### config.mk
export PLATFORM = sky130hd
export DESIGN_NAME = bcp_timer
export DESIGN_NICKNAME = d
export VERILOG_FILES = /design/src/hw/bcp_pkg.sv /design/src/hw/bcp_counter.sv /design/src/hw/bcp_pair.sv /design/src/hw/bcp_timer.sv
export SDC_FILE = /design/constraint.sdc
export NUM_CORES = 1
export LEC_CHECK = 0
export ABC_AREA = 1
export ABC_CLOCK_PERIOD_IN_PS = 2050
export CAP_MARGIN = 15
export CORE_MARGIN = 2
export CORE_UTILIZATION = 58
export DETAILED_ROUTE_END_ITERATION = 12
export DONT_BUFFER_PORTS = 1
export PLACE_DENSITY = 0.8
export REMOVE_ABC_BUFFERS = 1
export SYNTH_ARGS = -nofsm -noshare
export SYNTH_HDL_FRONTEND = slang
export SYNTH_SLANG_ARGS = --single-unit
### constraint.sdc
create_clock -name clk -period 2.05 [get_ports clk]
set_input_delay 0.1025 -clock clk [delete_from_list [all_inputs] [get_ports clk]]
set_output_delay 0.1025 -clock clk [all_outputs]
set_load 0.01 [all_outputs]
### src/hw/bcp_pkg.sv
// Package: register map, field positions and reset values for the buffered compare timer
package bcp_pkg;
   // Register offsets (byte-wide registers, 8-bit data bus)
   localparam logic [4:0] BCP_STAT = 5'h00;  // Status and control: stop, reset, overflow flag, irq enable
   localparam logic [4:0] BCP_CNTH = 5'h01;
   localparam logic [4:0] BCP_CNTL = 5'h02;
   localparam logic [4:0] BCP_MODH = 5'h03;
   localparam logic [4:0] BCP_MODL = 5'h04;
   localparam logic [4:0] BCP_SC0 = 5'h05;  // Channel n control at BCP_SC0 + 3n
   localparam logic [4:0] BCP_CHH0 = 5'h06;  // Channel n value high at BCP_CHH0 + 3n
   localparam logic [4:0] BCP_CHL0 = 5'h07;  // Channel n value low at BCP_CHL0 + 3n
   localparam logic [4:0] BCP_CH_STRIDE = 5'h03;
   localparam logic [4:0] BCP_GPIO = 5'h11;  // Released pin control: [1], [3] levels, [2] shared oe
   // Global status and control fields
   localparam int BCP_STAT_OVF = 7;
   localparam int BCP_STAT_OIE = 6;
   localparam int BCP_STAT_STOP = 5;
   localparam int BCP_STAT_RST = 4;
   // Channel control fields
   localparam int BCP_CH_FLAG = 7;
   localparam int BCP_CH_IE = 6;
   localparam int BCP_CH_MSB = 5;
   localparam int BCP_CH_MSA = 4;
   localparam int BCP_CH_ELSB = 3;
   localparam int BCP_CH_ELSA = 2;
   localparam int BCP_CH_TOV = 1;
   localparam int BCP_CH_MAX = 0;
   // Reset values
   localparam logic [15:0] BCP_MOD_RST = 16'hffff;
   localparam logic [7:0] BCP_SC_RST = 8'h00;
   localparam logic [15:0] BCP_CNT_RST = 16'h0000;
   localparam logic [7:0] BCP_RD_UNMAPPED = 8'h00;
   localparam int BCP_NCH = 4;
endpackage : bcp_pkg

### src/hw/bcp_counter.sv
// Shared free-running counter with modulo rollover
`timescale 1ns/1ps
`default_nettype none
module bcp_counter (
   input wire logic clk,
   input wire logic sys_rst,
   input wire logic stop,
   input wire logic clear,
   input wire logic [15:0] modulo,
   output logic [15:0] count,
   output logic overflow
);
   import bcp_pkg::*;
   logic [15:0] count_q;
   logic [15:0] count_d;
   logic at_mod;

   // Rollover to zero once the modulo value has been reached
   assign at_mod = (count_q == modulo);
   assign overflow = at_mod && !stop && !clear;
   assign count_d = clear ? BCP_CNT_RST : (stop ? count_q : (at_mod ? BCP_CNT_RST : count_q + 16'h0001));
   assign count = count_q;

   always_ff @(posedge clk) begin
      if (sys_rst) begin
         count_q <= BCP_CNT_RST;
      end else begin
         count_q <= count_d;
      end
   end
endmodule : bcp_counter
`default_nettype wire

### src/hw/bcp_pair.sv
// Active-set selector for one linked channel pair
`timescale 1ns/1ps
`default_nettype none
module bcp_pair (
   input wire logic clk,
   input wire logic sys_rst,
   input wire logic linked,
   input wire logic wr_even,
   input wire logic wr_odd,
   input wire logic overflow,
   output logic sel_odd
);
   import bcp_pkg::*;
   logic last_odd_q;
   logic last_odd_d;
   logic sel_q;
   logic sel_d;
   logic linked_q;

   // Remember the set written last; odd write wins if both in one cycle
   assign last_odd_d = (!linked || !linked_q) ? 1'b0 : (wr_odd ? 1'b1 : (wr_even ? 1'b0 : last_odd_q));
   // Take over only at overflow; unlinked or fresh link starts on even
   assign sel_d = (!linked || !linked_q) ? 1'b0 : (overflow ? last_odd_d : sel_q);
   assign sel_odd = sel_q;

   always_ff @(posedge clk) begin
      if (sys_rst) begin
         last_odd_q <= 1'b0;
         sel_q <= 1'b0;
         linked_q <= 1'b0;
      end else begin
         last_odd_q <= last_odd_d;
         sel_q <= sel_d;
         linked_q <= linked;
      end
   end
endmodule : bcp_pair
`default_nettype wire

### src/hw/bcp_timer.sv
// Four-channel buffered output compare and PWM timer, top level
// How it works
// - Pair-A link bit in channel 0 control merges channels 0 and 1 onto pin 0.
// - Just after linking, channel 0 compare value drives the linked pin.
// - Write to the inactive partner hands it the output at next overflow.
// - Each later overflow selects the most recently written set of the pair.
// - While linked, the even control register controls and reports the pair.
// - Pair A linked: channel 1 control ignored, pin 1 released as GPIO.
// - Pair-B link bit merges channels 2 and 3 onto pin 2, channel 2 first.
// - Pair B linked: channel 3 control ignored, pin 3 released as GPIO.
// - With toggle-on-overflow, pin toggles when counter rolls over from the modulo value to zero.
// - Pulse width is time from overflow to the channel compare match.
// - Modulo 255 undivided gives a 256-clock period, 8-bit resolution.
// - Compare value 128 in a 256 period gives 50 percent duty.
// - Unsynchronised unbuffered overwrite may miss a compare for up to one period.
// - Compare interrupt at pulse end, overflow interrupt at period end.
// - Toggle-on-overflow clear suppresses overflow toggles; with clear on compare this gives 0 percent duty.
// - Max-duty set with toggle-on-overflow clear gives 100 percent duty.
// - Compare match sets channel flag; interrupt only when its enable is 1.
//
// Chosen here: the register addresses and the strobed register port.
`timescale 1ns/1ps
`default_nettype none
module bcp_timer (
   input wire logic clk,
   input wire logic sys_rst,
   input wire logic [4:0] addr,
   input wire logic [7:0] wdata,
   input wire logic wr,
   input wire logic rd,
   output logic [7:0] rdata,
   input wire logic [3:0] pin_in,
   output logic [3:0] pin_out,
   output logic [3:0] pin_oe,
   output logic ovf_irq,
   output logic [3:0] ch_irq
);
   import bcp_pkg::*;

   // Register state
   logic [7:0] stat_q;
   logic [15:0] mod_q;
   logic [7:0] sc_q [BCP_NCH];
   logic [15:0] chv_q [BCP_NCH];
   logic [7:0] wlatch_q;  // Byte of the last write of any register, used as the high byte when a low byte completes the word
   logic [7:0] rlatch_q;  // Counter low byte frozen by a high-byte read
   logic [3:0] gpio_q;
   logic [3:0] pin_q;
   logic [3:0] oe_q;
   logic [7:0] rdata_q;
   logic ovf_irq_q;
   logic [3:0] ch_irq_q;
   logic [3:0] flag_armed_q;   // Flag read while set, so a zero write may clear it
   logic ovf_armed_q;

   // Counter and pair selectors
   logic [15:0] count;
   logic overflow;
   logic sel_a_odd;
   logic sel_b_odd;
   logic link_a;
   logic link_b;

   // Address decode
   function automatic logic is_ch_reg(input logic [4:0] a, input logic [4:0] base, input int n);
      is_ch_reg = (a == 5'(base + 5'(n) * BCP_CH_STRIDE));
   endfunction : is_ch_reg

   // Buffered mode takes priority over unbuffered on an even channel
   function automatic logic even_on(input logic [7:0] sc);
      even_on = sc[BCP_CH_MSB] || sc[BCP_CH_MSA];
   endfunction : even_on

   // Active register set of a linked pair; an unlinked even channel keeps its own value
   function automatic logic [15:0] pick_set(input logic linked, input logic odd, input logic [15:0] even_v,
      input logic [15:0] odd_v);
      pick_set = (linked && odd) ? odd_v : even_v;
   endfunction : pick_set

   logic [3:0] hit_sc;
   logic [3:0] hit_chh;
   logic [3:0] hit_chl;
   logic hit_stat;
   logic [3:0] wr_val;   // Full 16-bit value completed this cycle on channel n
   logic [3:0] match;
   logic [3:0] eff_en;   // Channel owns and drives its pin
   logic [7:0] rd_mux;
   // Fixed register decode and shared datapath terms
   logic hit_cnth;
   logic hit_cntl;
   logic hit_modh;
   logic hit_modl;
   logic hit_gpio;
   logic [15:0] wr_word;
   logic cnt_run;
   logic [15:0] cnt_next;

   for (genvar n = 0; n < BCP_NCH; n++) begin : g_dec
      assign hit_sc[n] = is_ch_reg(addr, BCP_SC0, n);
      assign hit_chh[n] = is_ch_reg(addr, BCP_CHH0, n);
      assign hit_chl[n] = is_ch_reg(addr, BCP_CHL0, n);
      assign wr_val[n] = wr && hit_chl[n];
   end
   assign hit_stat = (addr == BCP_STAT);
   assign hit_cnth = (addr == BCP_CNTH);
   assign hit_cntl = (addr == BCP_CNTL);
   assign hit_modh = (addr == BCP_MODH);
   assign hit_modl = (addr == BCP_MODL);
   assign hit_gpio = (addr == BCP_GPIO);
   // Modulo and channel values take the held high byte beside the low byte written now
   assign wr_word = {wlatch_q, wdata};

   assign link_a = sc_q[0][BCP_CH_MSB];
   assign link_b = sc_q[2][BCP_CH_MSB];

   bcp_counter u_counter (
      .clk(clk),
      .sys_rst(sys_rst),
      .stop(stat_q[BCP_STAT_STOP]),
      .clear(stat_q[BCP_STAT_RST]),
      .modulo(mod_q),
      .count(count),
      .overflow(overflow)
   );

   // Channel 0 is even: channel 1 writes mark the odd set
   bcp_pair u_pair_a (
      .clk(clk),
      .sys_rst(sys_rst),
      .linked(link_a),
      .wr_even(wr_val[0]),
      .wr_odd(wr_val[1]),
      .overflow(overflow),
      .sel_odd(sel_a_odd)
   );

   bcp_pair u_pair_b (
      .clk(clk),
      .sys_rst(sys_rst),
      .linked(link_b),
      .wr_even(wr_val[2]),
      .wr_odd(wr_val[3]),
      .overflow(overflow),
      .sel_odd(sel_b_odd)
   );

   // Compare sources: a linked even channel compares with the active set
   logic [15:0] cmp_val [BCP_NCH];
   assign cmp_val[0] = pick_set(link_a, sel_a_odd, chv_q[0], chv_q[1]);
   assign cmp_val[1] = chv_q[1];
   assign cmp_val[2] = pick_set(link_b, sel_b_odd, chv_q[2], chv_q[3]);
   assign cmp_val[3] = chv_q[3];
   assign eff_en[0] = even_on(sc_q[0]);
   assign eff_en[1] = !link_a && sc_q[1][BCP_CH_MSA];
   assign eff_en[2] = even_on(sc_q[2]);
   assign eff_en[3] = !link_b && sc_q[3][BCP_CH_MSA];

   // Value the counter takes at this edge; compares act as the counter arrives,
   // just as the overflow toggle acts at rollover, so the pulse lasts exactly the value
   assign cnt_run = !stat_q[BCP_STAT_STOP] && !stat_q[BCP_STAT_RST];
   assign cnt_next = overflow ? BCP_CNT_RST : count + 16'h0001;

   // Stopped counter gives no fresh compares; a value already passed waits a period
   for (genvar n = 0; n < BCP_NCH; n++) begin : g_match
      assign match[n] = eff_en[n] && cnt_run && (cnt_next == cmp_val[n]);
   end

   // Pin next state: overflow toggle, then compare action, then max duty
   function automatic logic pin_next(input logic cur, input logic [7:0] sc, input logic m, input logic ov);
      logic v;
      v = cur;
      if (ov && sc[BCP_CH_TOV]) begin
         v = ~cur;
      end
      // A compare on the rollover cycle acts after the toggle, so a zero value gives 0 percent
      if (m) begin
         case (sc[BCP_CH_ELSB:BCP_CH_ELSA])
            2'b01: v = ~v;
            2'b10: v = 1'b0;
            2'b11: v = 1'b1;
            default: v = v;
         endcase
      end
      if (sc[BCP_CH_MAX] && !sc[BCP_CH_TOV]) begin
         v = 1'b1;
      end
      pin_next = v;
   endfunction : pin_next

   // Read multiplexer: counter high read freezes the low byte
   always_comb begin
      rd_mux = BCP_RD_UNMAPPED;
      if (hit_stat) begin
         rd_mux = stat_q;
      end else if (hit_cnth) begin
         rd_mux = count[15:8];
      end else if (hit_cntl) begin
         rd_mux = rlatch_q;
      end else if (hit_modh) begin
         rd_mux = mod_q[15:8];
      end else if (hit_modl) begin
         rd_mux = mod_q[7:0];
      end else if (hit_gpio) begin
         rd_mux = {4'h0, gpio_q};
      end else begin
         for (int n = 0; n < BCP_NCH; n++) begin
            if (hit_sc[n]) begin
               rd_mux = sc_q[n];
            end else if (hit_chh[n]) begin
               rd_mux = chv_q[n][15:8];
            end else if (hit_chl[n]) begin
               rd_mux = chv_q[n][7:0];
            end
         end
      end
   end

   // Global status: overflow flag set wins over the two-step clear
   always_ff @(posedge clk) begin
      if (sys_rst) begin
         stat_q <= {2'b00, 1'b1, 5'h00};
         ovf_armed_q <= 1'b0;
      end else begin
         if (wr && hit_stat) begin
            stat_q[BCP_STAT_OIE:0] <= wdata[BCP_STAT_OIE:0];  // Counter reset bit taken here too
         end else begin
            stat_q[BCP_STAT_RST] <= 1'b0;  // Counter reset is a one-shot
         end
         if (overflow) begin
            stat_q[BCP_STAT_OVF] <= 1'b1;
         end else if (wr && hit_stat && !wdata[BCP_STAT_OVF] && ovf_armed_q) begin
            stat_q[BCP_STAT_OVF] <= 1'b0;
         end
         if (rd && hit_stat && stat_q[BCP_STAT_OVF]) begin
            ovf_armed_q <= 1'b1;
         end else if (wr && hit_stat) begin
            ovf_armed_q <= 1'b0;
         end
      end
   end

   // Modulo and byte latches; every written byte is held as the high byte for the next low-byte write
   always_ff @(posedge clk) begin
      if (sys_rst) begin
         mod_q <= BCP_MOD_RST;
         wlatch_q <= 8'h00;
         rlatch_q <= 8'h00;
         gpio_q <= 4'h0;
      end else begin
         if (wr) begin
            wlatch_q <= wdata;
         end
         if (wr && hit_modl) begin
            mod_q <= wr_word;
         end
         if (rd && hit_cnth) begin
            rlatch_q <= count[7:0];
         end
         if (wr && hit_gpio) begin
            gpio_q <= wdata[3:0];
         end
      end
   end

   // Channel registers and flags
   always_ff @(posedge clk) begin
      if (sys_rst) begin
         for (int n = 0; n < BCP_NCH; n++) begin
            sc_q[n] <= BCP_SC_RST;
            chv_q[n] <= BCP_CNT_RST;
         end
         flag_armed_q <= 4'h0;
      end else begin
         for (int n = 0; n < BCP_NCH; n++) begin
            if (wr && hit_sc[n]) begin
               sc_q[n][BCP_CH_IE:0] <= wdata[BCP_CH_IE:0];
            end
            if (wr_val[n]) begin
               chv_q[n] <= wr_word;
            end
            // Flag clear needs a read while set, then a zero write; a match wins
            if (match[n]) begin
               sc_q[n][BCP_CH_FLAG] <= 1'b1;
            end else if (wr && hit_sc[n] && !wdata[BCP_CH_FLAG] && flag_armed_q[n]) begin
               sc_q[n][BCP_CH_FLAG] <= 1'b0;
            end
            if (rd && hit_sc[n] && sc_q[n][BCP_CH_FLAG]) begin
               flag_armed_q[n] <= 1'b1;
            end else if (wr && hit_sc[n]) begin
               flag_armed_q[n] <= 1'b0;
            end
         end
      end
   end

   // Pins, outputs and read data, all registered
   always_ff @(posedge clk) begin
      if (sys_rst) begin
         pin_q <= 4'h0;
         oe_q <= 4'h0;
         rdata_q <= 8'h00;
         ovf_irq_q <= 1'b0;
         ch_irq_q <= 4'h0;
      end else begin
         for (int n = 0; n < BCP_NCH; n++) begin
            pin_q[n] <= eff_en[n] ? pin_next(pin_q[n], sc_q[n], match[n], overflow) : gpio_q[n];
            oe_q[n] <= eff_en[n];
         end
         // Released odd pins fall back to general-purpose control
         if (link_a) begin
            pin_q[1] <= gpio_q[1];
            oe_q[1] <= gpio_q[2];
         end
         if (link_b) begin
            pin_q[3] <= gpio_q[3];
            oe_q[3] <= gpio_q[2];
         end
         rdata_q <= rd ? rd_mux : 8'h00;
         // Level interrupts follow the registered flags one cycle late
         ovf_irq_q <= stat_q[BCP_STAT_OVF] && stat_q[BCP_STAT_OIE];
         for (int n = 0; n < BCP_NCH; n++) begin
            ch_irq_q[n] <= sc_q[n][BCP_CH_FLAG] && sc_q[n][BCP_CH_IE] && eff_en[n];
         end
      end
   end

   // Unused pin inputs: capture is outside this block
   logic unused_in;
   assign unused_in = ^pin_in;

   assign rdata = rdata_q;
   assign pin_out = pin_q;
   assign pin_oe = oe_q;
   assign ovf_irq = ovf_irq_q;
   assign ch_irq = ch_irq_q;
endmodule : bcp_timer
`default_nettype wire

==> results.cfg, run 1 <==
[power_and_ir_drop]
switchingPower_w = 0.002419
power_density_nw_per_um2 = 607.6
peakVddDrop_mv = 0.9648
combPwrFrac = 0.106
power_leakage_nw = 6.598
switching_share = 0.2821
power.share.clock = 0.407
internal_power_w = 0.006156
p_seq_frac = 0.486
power_w = 0.008575

[worst_setup_path]
crit_type = reg -> reg
end_kind = flop
slowest_stage = dfxtp_4
worstPathMaxFanout = 7
path_cells = inv_2, nand2_1, nand2_1, nor2_2, nand2_2, nor2_4, nand3_4, buf_12, buf_16, nand3_2, nand3_1, nor3_2, nand4_1, nor2_1, nand3b_1, nor3_2
crit_buf_inv = 3
arrival_ns = 2.93
path_depth = 16
r2r-start = u_counter.count[5]
worst-endpoint-required_ns = 2.31
max_stage_delay_ns = 0.40
reg2reg_depth = 16
cp-startpoint = u_counter.count[5]
setup.worst_path.start_class = flop
crit_family = simple AND/OR/NAND/NOR gates

[clocking]
clock_path_buffers = 2
clock_latency_ns = 0.45
cts-buffers-inserted = 17
clk_pin_slew_worst_paths_ns = 0.08
cts.htree.levels = 4
clock-sinks = 188
cts-root-buf = clkbuf_16
tritoncts = built

[floorplan]
initial_core_util = 0.5952
fp.dieW_um = 140.2
die-area_um2 = 19670
core_area_um2 = 18090
die_y_um = 140.2
io_pins = 42
rows = 49

[logic_synthesis]
syn_area_um2 = 10770
postSynthCellCount = 1565
synth.most_common_cell = nand2_1
seq_area_frac_synth = 0.4389
yosysWarnings = 0
synth_area_leaders = edfxtp_1 27%, dfxtp_1 17%, nand2_1 16%
synth-seq-cells = 188
ys_types = 38
async_flop_share = 0
synth.top_cell.area_share = 0.2678
synth_edf_count = 96
syn_avg_cell_area_um2 = 6.879
synth_common_cells = 457 x nand2_1, 237 x nor2_1, 206 x inv_1
yosys.area.top_type = edfxtp_1
synth_flop_cell = edfxtp_1

[min_path]
min_path_cells = 2
worstHoldStart = rd
hold_class = in -> reg

[finish]
multi_input_area_um2 = 5376
area.sequential_um2 = 4771
syn_to_final_growth_pct = 31.09
drive_gt1_frac = 0.2298
nFillCells = 1306
fin_nets = 1819

[sta]
tightest_slew_ns = 0.8964
period_share = 1.302
maxSlewViolCount = 0
slew_headroom = 0.4017
finalSetupTns_ns = -6.686
timing.fmax_ghz = 0.3746
setup_ws_ns = -0.6194
grt_setup_unrepaired = true
skew_ns = 0.01531
fin_crit_ns = 2.669
hold_viol = 0
final-setup-viol-count = 12

[grt]
grt_pass1_vias = 11183
gr-usage-all-layers = 0.4304
antenna_found_initial = 0
grt_first_pass_wirelength_mm = 63.44
grt_overflow = 0
grt_start_max_net_pins = 44

[place]
io_buffers = 0
hpwlAfterDp_mm = 30.58
gp_congestion = 1.038

[drt]
dr.pass1.iters = 6
viasPerCell = 5.906
drt_iter0_markers = 1946
vias = 12049
wl_mm = 42.45
drtAntennaViolNets = 0
remaining_drc_errors = 0
wl_per_cell_um = 20.81

[job]
maxCapViolations = 0

[run_status]
outcome = complete, but fails checks
violations = setup timing
-- final cells by class --
type,count,area share
inverter,226,0.06055
clock buffer,18,0.03112
timing repair buffer,257,0.1560
multi-input combinational,1106,0.3810
timing repair inverter,1,0.0005320
sequential,188,0.3381
clock inverter,14,0.01224
tap,229,0.02030
antenna,1,0.0001773
-- worst paths after layout --
check	end	slack, ns
worst max-delay path	sc_q[3][7]	-0.62
worst min register to register	rdata[1]	0.46
worst max register to register	sc_q[3][7]	-0.62
worst min-delay path	flag_armed_q[2]	0.04
-- power by group through the flow --
stage	Clock [W]	Sequential [W]	Combinational, W
finish	0.00349	0.00417	0.000912
global route	0.00356	0.00418	0.000972
CTS	0.00343	0.00416	0.000840
detailed placement	0	0.00426	0.000773
global placement	0	0.00425	0.000766
floorplan	0	0.00423	0.000414
-- flip-flops by register name, indices dropped and copies added (netlist names), 8 cells and up --
| signal | count |
|---|---|
| stat_q | 8 |
| sc_q | 32 |
| rdata | 8 |
| chv_q | 64 |
| wlatch_q | 8 |
| mod_q | 16 |
| rlatch_q | 8 |
| u_counter.count | 16 |
-- worst reg2reg max path: stages (launching register included) --
cell	delay (ns)
dfxtp_4	0.40
inv_2	0.05
nand2_1	0.05
nand2_1	0.06
nor2_2	0.12
nand2_2	0.10
nor2_4	0.15
nand3_4	0.19
buf_12	0.23
buf_16	0.14
nand3_2	0.07
nand3_1	0.10
nor3_2	0.16
nand4_1	0.17
nor2_1	0.14
nand3b_1	0.10
nor3_2	0.25
-- kinds of logic (layout without fill, tap and decap cells) --
kind of cell,count (synthesis),in the layout,share of synthesized area
xor gates and xnor gates,19,19,0.01685
DFF,188,188,0.4389
other,0,1,0
and+or+nand+nor,877,877,0.3396
AOI/OAI and AO/OA,209,209,0.1037
buffers and inverters,271,516,0.09984
adders and majority gates,1,1,0.001162
-- layer usage --
metal | part of all wire | track usage | wire length, um | vias to the layer above
li1 | - | - | - | 5486
met1 | 0.38 | 0.5905 | 15960 | 5478
met2 | 0.43 | 0.6478 | 18150 | 913
met3 | 0.15 | 0.1340 | 6371 | 172
met4 | 0.046 | 0.1520 | 1967 | 0
met5 | 0 | 0 | 0 | -
-- metrics by stage --
| stage | cells | setup WS [ns] | utilization | hold WS, ns | area (um2) |
|---|---|---|---|---|---|
| 2_1_floorplan | 1520 | -0.9770 | - | 0.1716 | 10540 |
| 3_3_place_gp | 1983 | -0.7654 | 0.6994 | 0.1797 | 12650 |
| 3_5_place_dp | 1983 | -0.7231 | 0.6994 | 0.1837 | 12650 |
| 4_1_cts | 2035 | -0.5239 | 0.7642 | 0.006672 | 13820 |
| 5_1_grt | 2039 | -0.7798 | 0.7801 | 0.07158 | 14110 |
| 6_report | 2040 | -0.6194 | 0.7803 | 0.03949 | 14110 |
-- timing repair --
item / CTS / global route
hold buffers: 13 / 1
setup endpoints to repair: 12 / 23
pin swaps: 30 / 37
setup buffers: 3 / 2
gates resized for setup: 81 / 64
hold endpoints to repair: 61 / 1
gates cloned: 5 / 1
-- placed cells by master, fill, tap and decap left out, types with 14 or more instances in the layout --
master and n:
nand2_1 432, nor2_2 17, xor2_1 14, inv_2 16, o22ai_1 14, nand3_2 24, inv_1 204, a21oi_1 78
edfxtp_1 96, nor3_1 14, nand2_2 23, buf_4 225, nand4_1 30, nand3b_1 14, dfxtp_1 71, clkbuf_16 17
o21ai_0 95, nor2_1 222, nand3_1 64
No activity file was read; power rests on OpenSTA's default activity.
==> run 2, diff against run 1 <==
SYNTH_HIERARCHICAL = 1   (was not set)
==> results.cfg, run 2 <==
[sta]
tightest_slew_ns = 0.8083
period_share = 1.340
hold_viol = 0
timing.fmax_ghz = 0.3640
fin_crit_ns = 2.747
slew_headroom = 0.4605
maxSlewViolCount = 0
grt_setup_unrepaired = true
skew_ns = 0.01387
final-setup-viol-count = 12
finalSetupTns_ns = -7.221
setup_ws_ns = -0.6972
holdWs_ns = 0.01916

[worst_setup_path]
crit_family = simple AND/OR/NAND/NOR gates
max_stage_delay_ns = 0.37
arrival_ns = 2.87
end_kind = flop
crit_type = reg -> reg
worst-endpoint-required_ns = 2.17
path_common_cell = nand2_1
worstPathMaxFanout = 6
path_cells = inv_1, nand2_1, nand2_1, nor2_1, nand2_1, nor2_2, nand3_2, nor2_2, buf_6, inv_8, nand2_4, inv_4, nand2_1, o211ai_1, nor2_1, nand3_1, nor2_1, nand3_1, nor2_4, nand2_2, o311ai_4
setup.worst_path.start_class = flop
crit_buf_inv = 4
slowest_stage = dfxtp_2

[place]
hpwlAfterDp_mm = 31.28
gp_congestion = 1.108
io_buffers = 0
place_area_um2 = 12750

[clocking]
cts-root-buf = clkbuf_16
tritoncts = built
cts.htree.levels = 4
clock_latency_ns = 0.45
clock-sinks = 188
cts-buffers-inserted = 17
clk_pin_slew_worst_paths_ns = 0.08
clock_path_buffers = 2

[drt]
wl_mm = 42.41
wl_per_cell_um = 20.86
dr.pass1.iters = 8
drt_iter0_markers = 1707
drtAntennaViolNets = 0
vias = 11987
viasPerCell = 5.896
remaining_drc_errors = 0

[logic_synthesis]
seq_area_frac_synth = 0.4285
async_flop_share = 0
synth-seq-cells = 188
synth_flop_cell = edfxtp_1
syn_area_um2 = 11030
synth_common_cells = 425 x nand2_1, 245 x nor2_1, 214 x inv_1
yosys.area.top_type = edfxtp_1
synth_edf_count = 96
synth_area_leaders = edfxtp_1 26%, dfxtp_1 17%, nand2_1 14%
syn_avg_cell_area_um2 = 7.036
postSynthCellCount = 1567
yosysWarnings = 6
ys_types = 47
synth.top_cell.area_share = 0.2615
synth.most_common_cell = nand2_1

[finish]
top_regs = chv_q: 64 flops, sc_q: 32 flops
syn_to_final_growth_pct = 27.29
final_common_cell = nand2_1
nFillCells = 1421
fin_nets = 1809
antennaDiodeCount = 0
largest_reg_flops = 64
fin_area_um2 = 14030
regMostFlops = chv_q
drive_gt1_frac = 0.2251
final_cell_mix = 418 x nand2_1, 234 x nor2_1, 209 x buf_4

[power_and_ir_drop]
peakVddDrop_mv = 0.5953
power_density_nw_per_um2 = 589.8
power_leakage_nw = 6.390

[floorplan]
die_y_um = 141.9
fp.dieW_um = 141.9
die-area_um2 = 20130
initial_core_util = 0.5894
core_area_um2 = 18710
io_pins = 42
rows = 50

[grt]
grt_first_pass_wirelength_mm = 63.72
grt_pass1_vias = 11206
grt_overflow = 0
antenna_found_initial = 1
grt_start_max_net_pins = 29
gr-usage-all-layers = 0.4266

[run_status]
violations = setup timing
outcome = complete, but fails checks

[min_path]
hold_class = in -> reg

[job]
maxCapViolations = 0
-- run 2: cell types whose count changed in the layout (fill, tap and decap cells not counted), moves of 14 or more --
cell      delta
nand4_1     +34
o211ai_1    +17
o21ai_0     -17
buf_4       -16
nand2_1     -14
-- run 2: layout make-up --
| cell class | count | area, um2 | share of cell area |
|---|---|---|---|
| multi-input cells | 1115 | 5617 | 0.4002 |
| inverters | 226 | 858.3 | 0.06116 |
| clock buffers | 19 | 432.9 | 0.03085 |
| well taps | 234 | 292.8 | 0.02086 |
| flip-flops and latches | 188 | 4753 | 0.3387 |
| repair buffers | 238 | 1956 | 0.1393 |
| clock inverters | 13 | 125.1 | 0.008915 |
-- run 2: cells by family (layout without fill, tap and decap cells) --
group	after synthesis	in the layout	share of synthesized area
flops	188	188	0.4285
buf+inv	264	496	0.09317
compound gates	187	187	0.09374
fa+ha+maj	2	2	0.002269
mux	2	2	0.001929
simple gates	888	888	0.3518
xor+xnor	36	36	0.02860
-- run 2: worst paths after layout --
check                               start                 end  slack, ns  cells after the start
worst min register to register  stat_q[6]             ovf_irq       0.47                      2
worst min-delay path              sys_rst  u_counter/count[6]       0.02                      3
worst max-delay path             mod_q[4]          sc_q[1][7]      -0.70                     21
worst max register to register   mod_q[4]          sc_q[1][7]      -0.70                     21
-- run 2: metrics by stage --
step           cells  total power [W]  utilization  setup slack [ns]
6_report        2033         0.008278       0.7503           -0.6972
5_1_grt         2033         0.008458       0.7503           -0.8975
4_1_cts         2030         0.008183       0.7414           -0.6209
3_5_place_dp    1969         0.004998       0.6815           -0.9272
3_3_place_gp    1969         0.004988       0.6815           -0.8316
2_1_floorplan   1529         0.004630            -            -1.254
-- run 2: worst reg2reg max path, stage by stage (launching register included) --
cell and delay (ns):
dfxtp_2 0.37, inv_1 0.05, nand2_1 0.06, nand2_1 0.05, nor2_1 0.10, nand2_1 0.07, nor2_2 0.14, nand3_2 0.11
nor2_2 0.11, buf_6 0.13, inv_8 0.06, nand2_4 0.07, inv_4 0.04, nand2_1 0.05, o211ai_1 0.08, nor2_1 0.18
nand3_1 0.10, nor2_1 0.11, nand3_1 0.13, nor2_4 0.23, nand2_2 0.10, o311ai_4 0.10
-- run 2: per-layer routing --
metal	part of all wire	GRT usage	wire (um)	vias up
li1	-	-	-	5491
met1	0.38	0.5641	16010	5459
met2	0.43	0.6502	18240	879
met3	0.14	0.1272	5917	158
met4	0.053	0.1900	2243	0
met5	0	0	0	-
-- run 2: repair_timing --
| action | in CTS | in global routing |
|---|---|---|
| setup buffers | 17 | 2 |
| pin swaps | 43 | 35 |
| gates cloned | 1 | 0 |
| hold buffers | 12 | 1 |
| gates resized for setup | 77 | 42 |
| hold endpoints to repair | 45 | 4 |
| endpoints found under the setup margin | 12 | 15 |
-- run 2: report_power, final --
| part | internal [W] | switching, W |
|---|---|---|
| clock network | 0.00161 | 0.00163 |
| logic | 0.000273 | 0.000574 |
| registers | 0.00408 | 0.000117 |
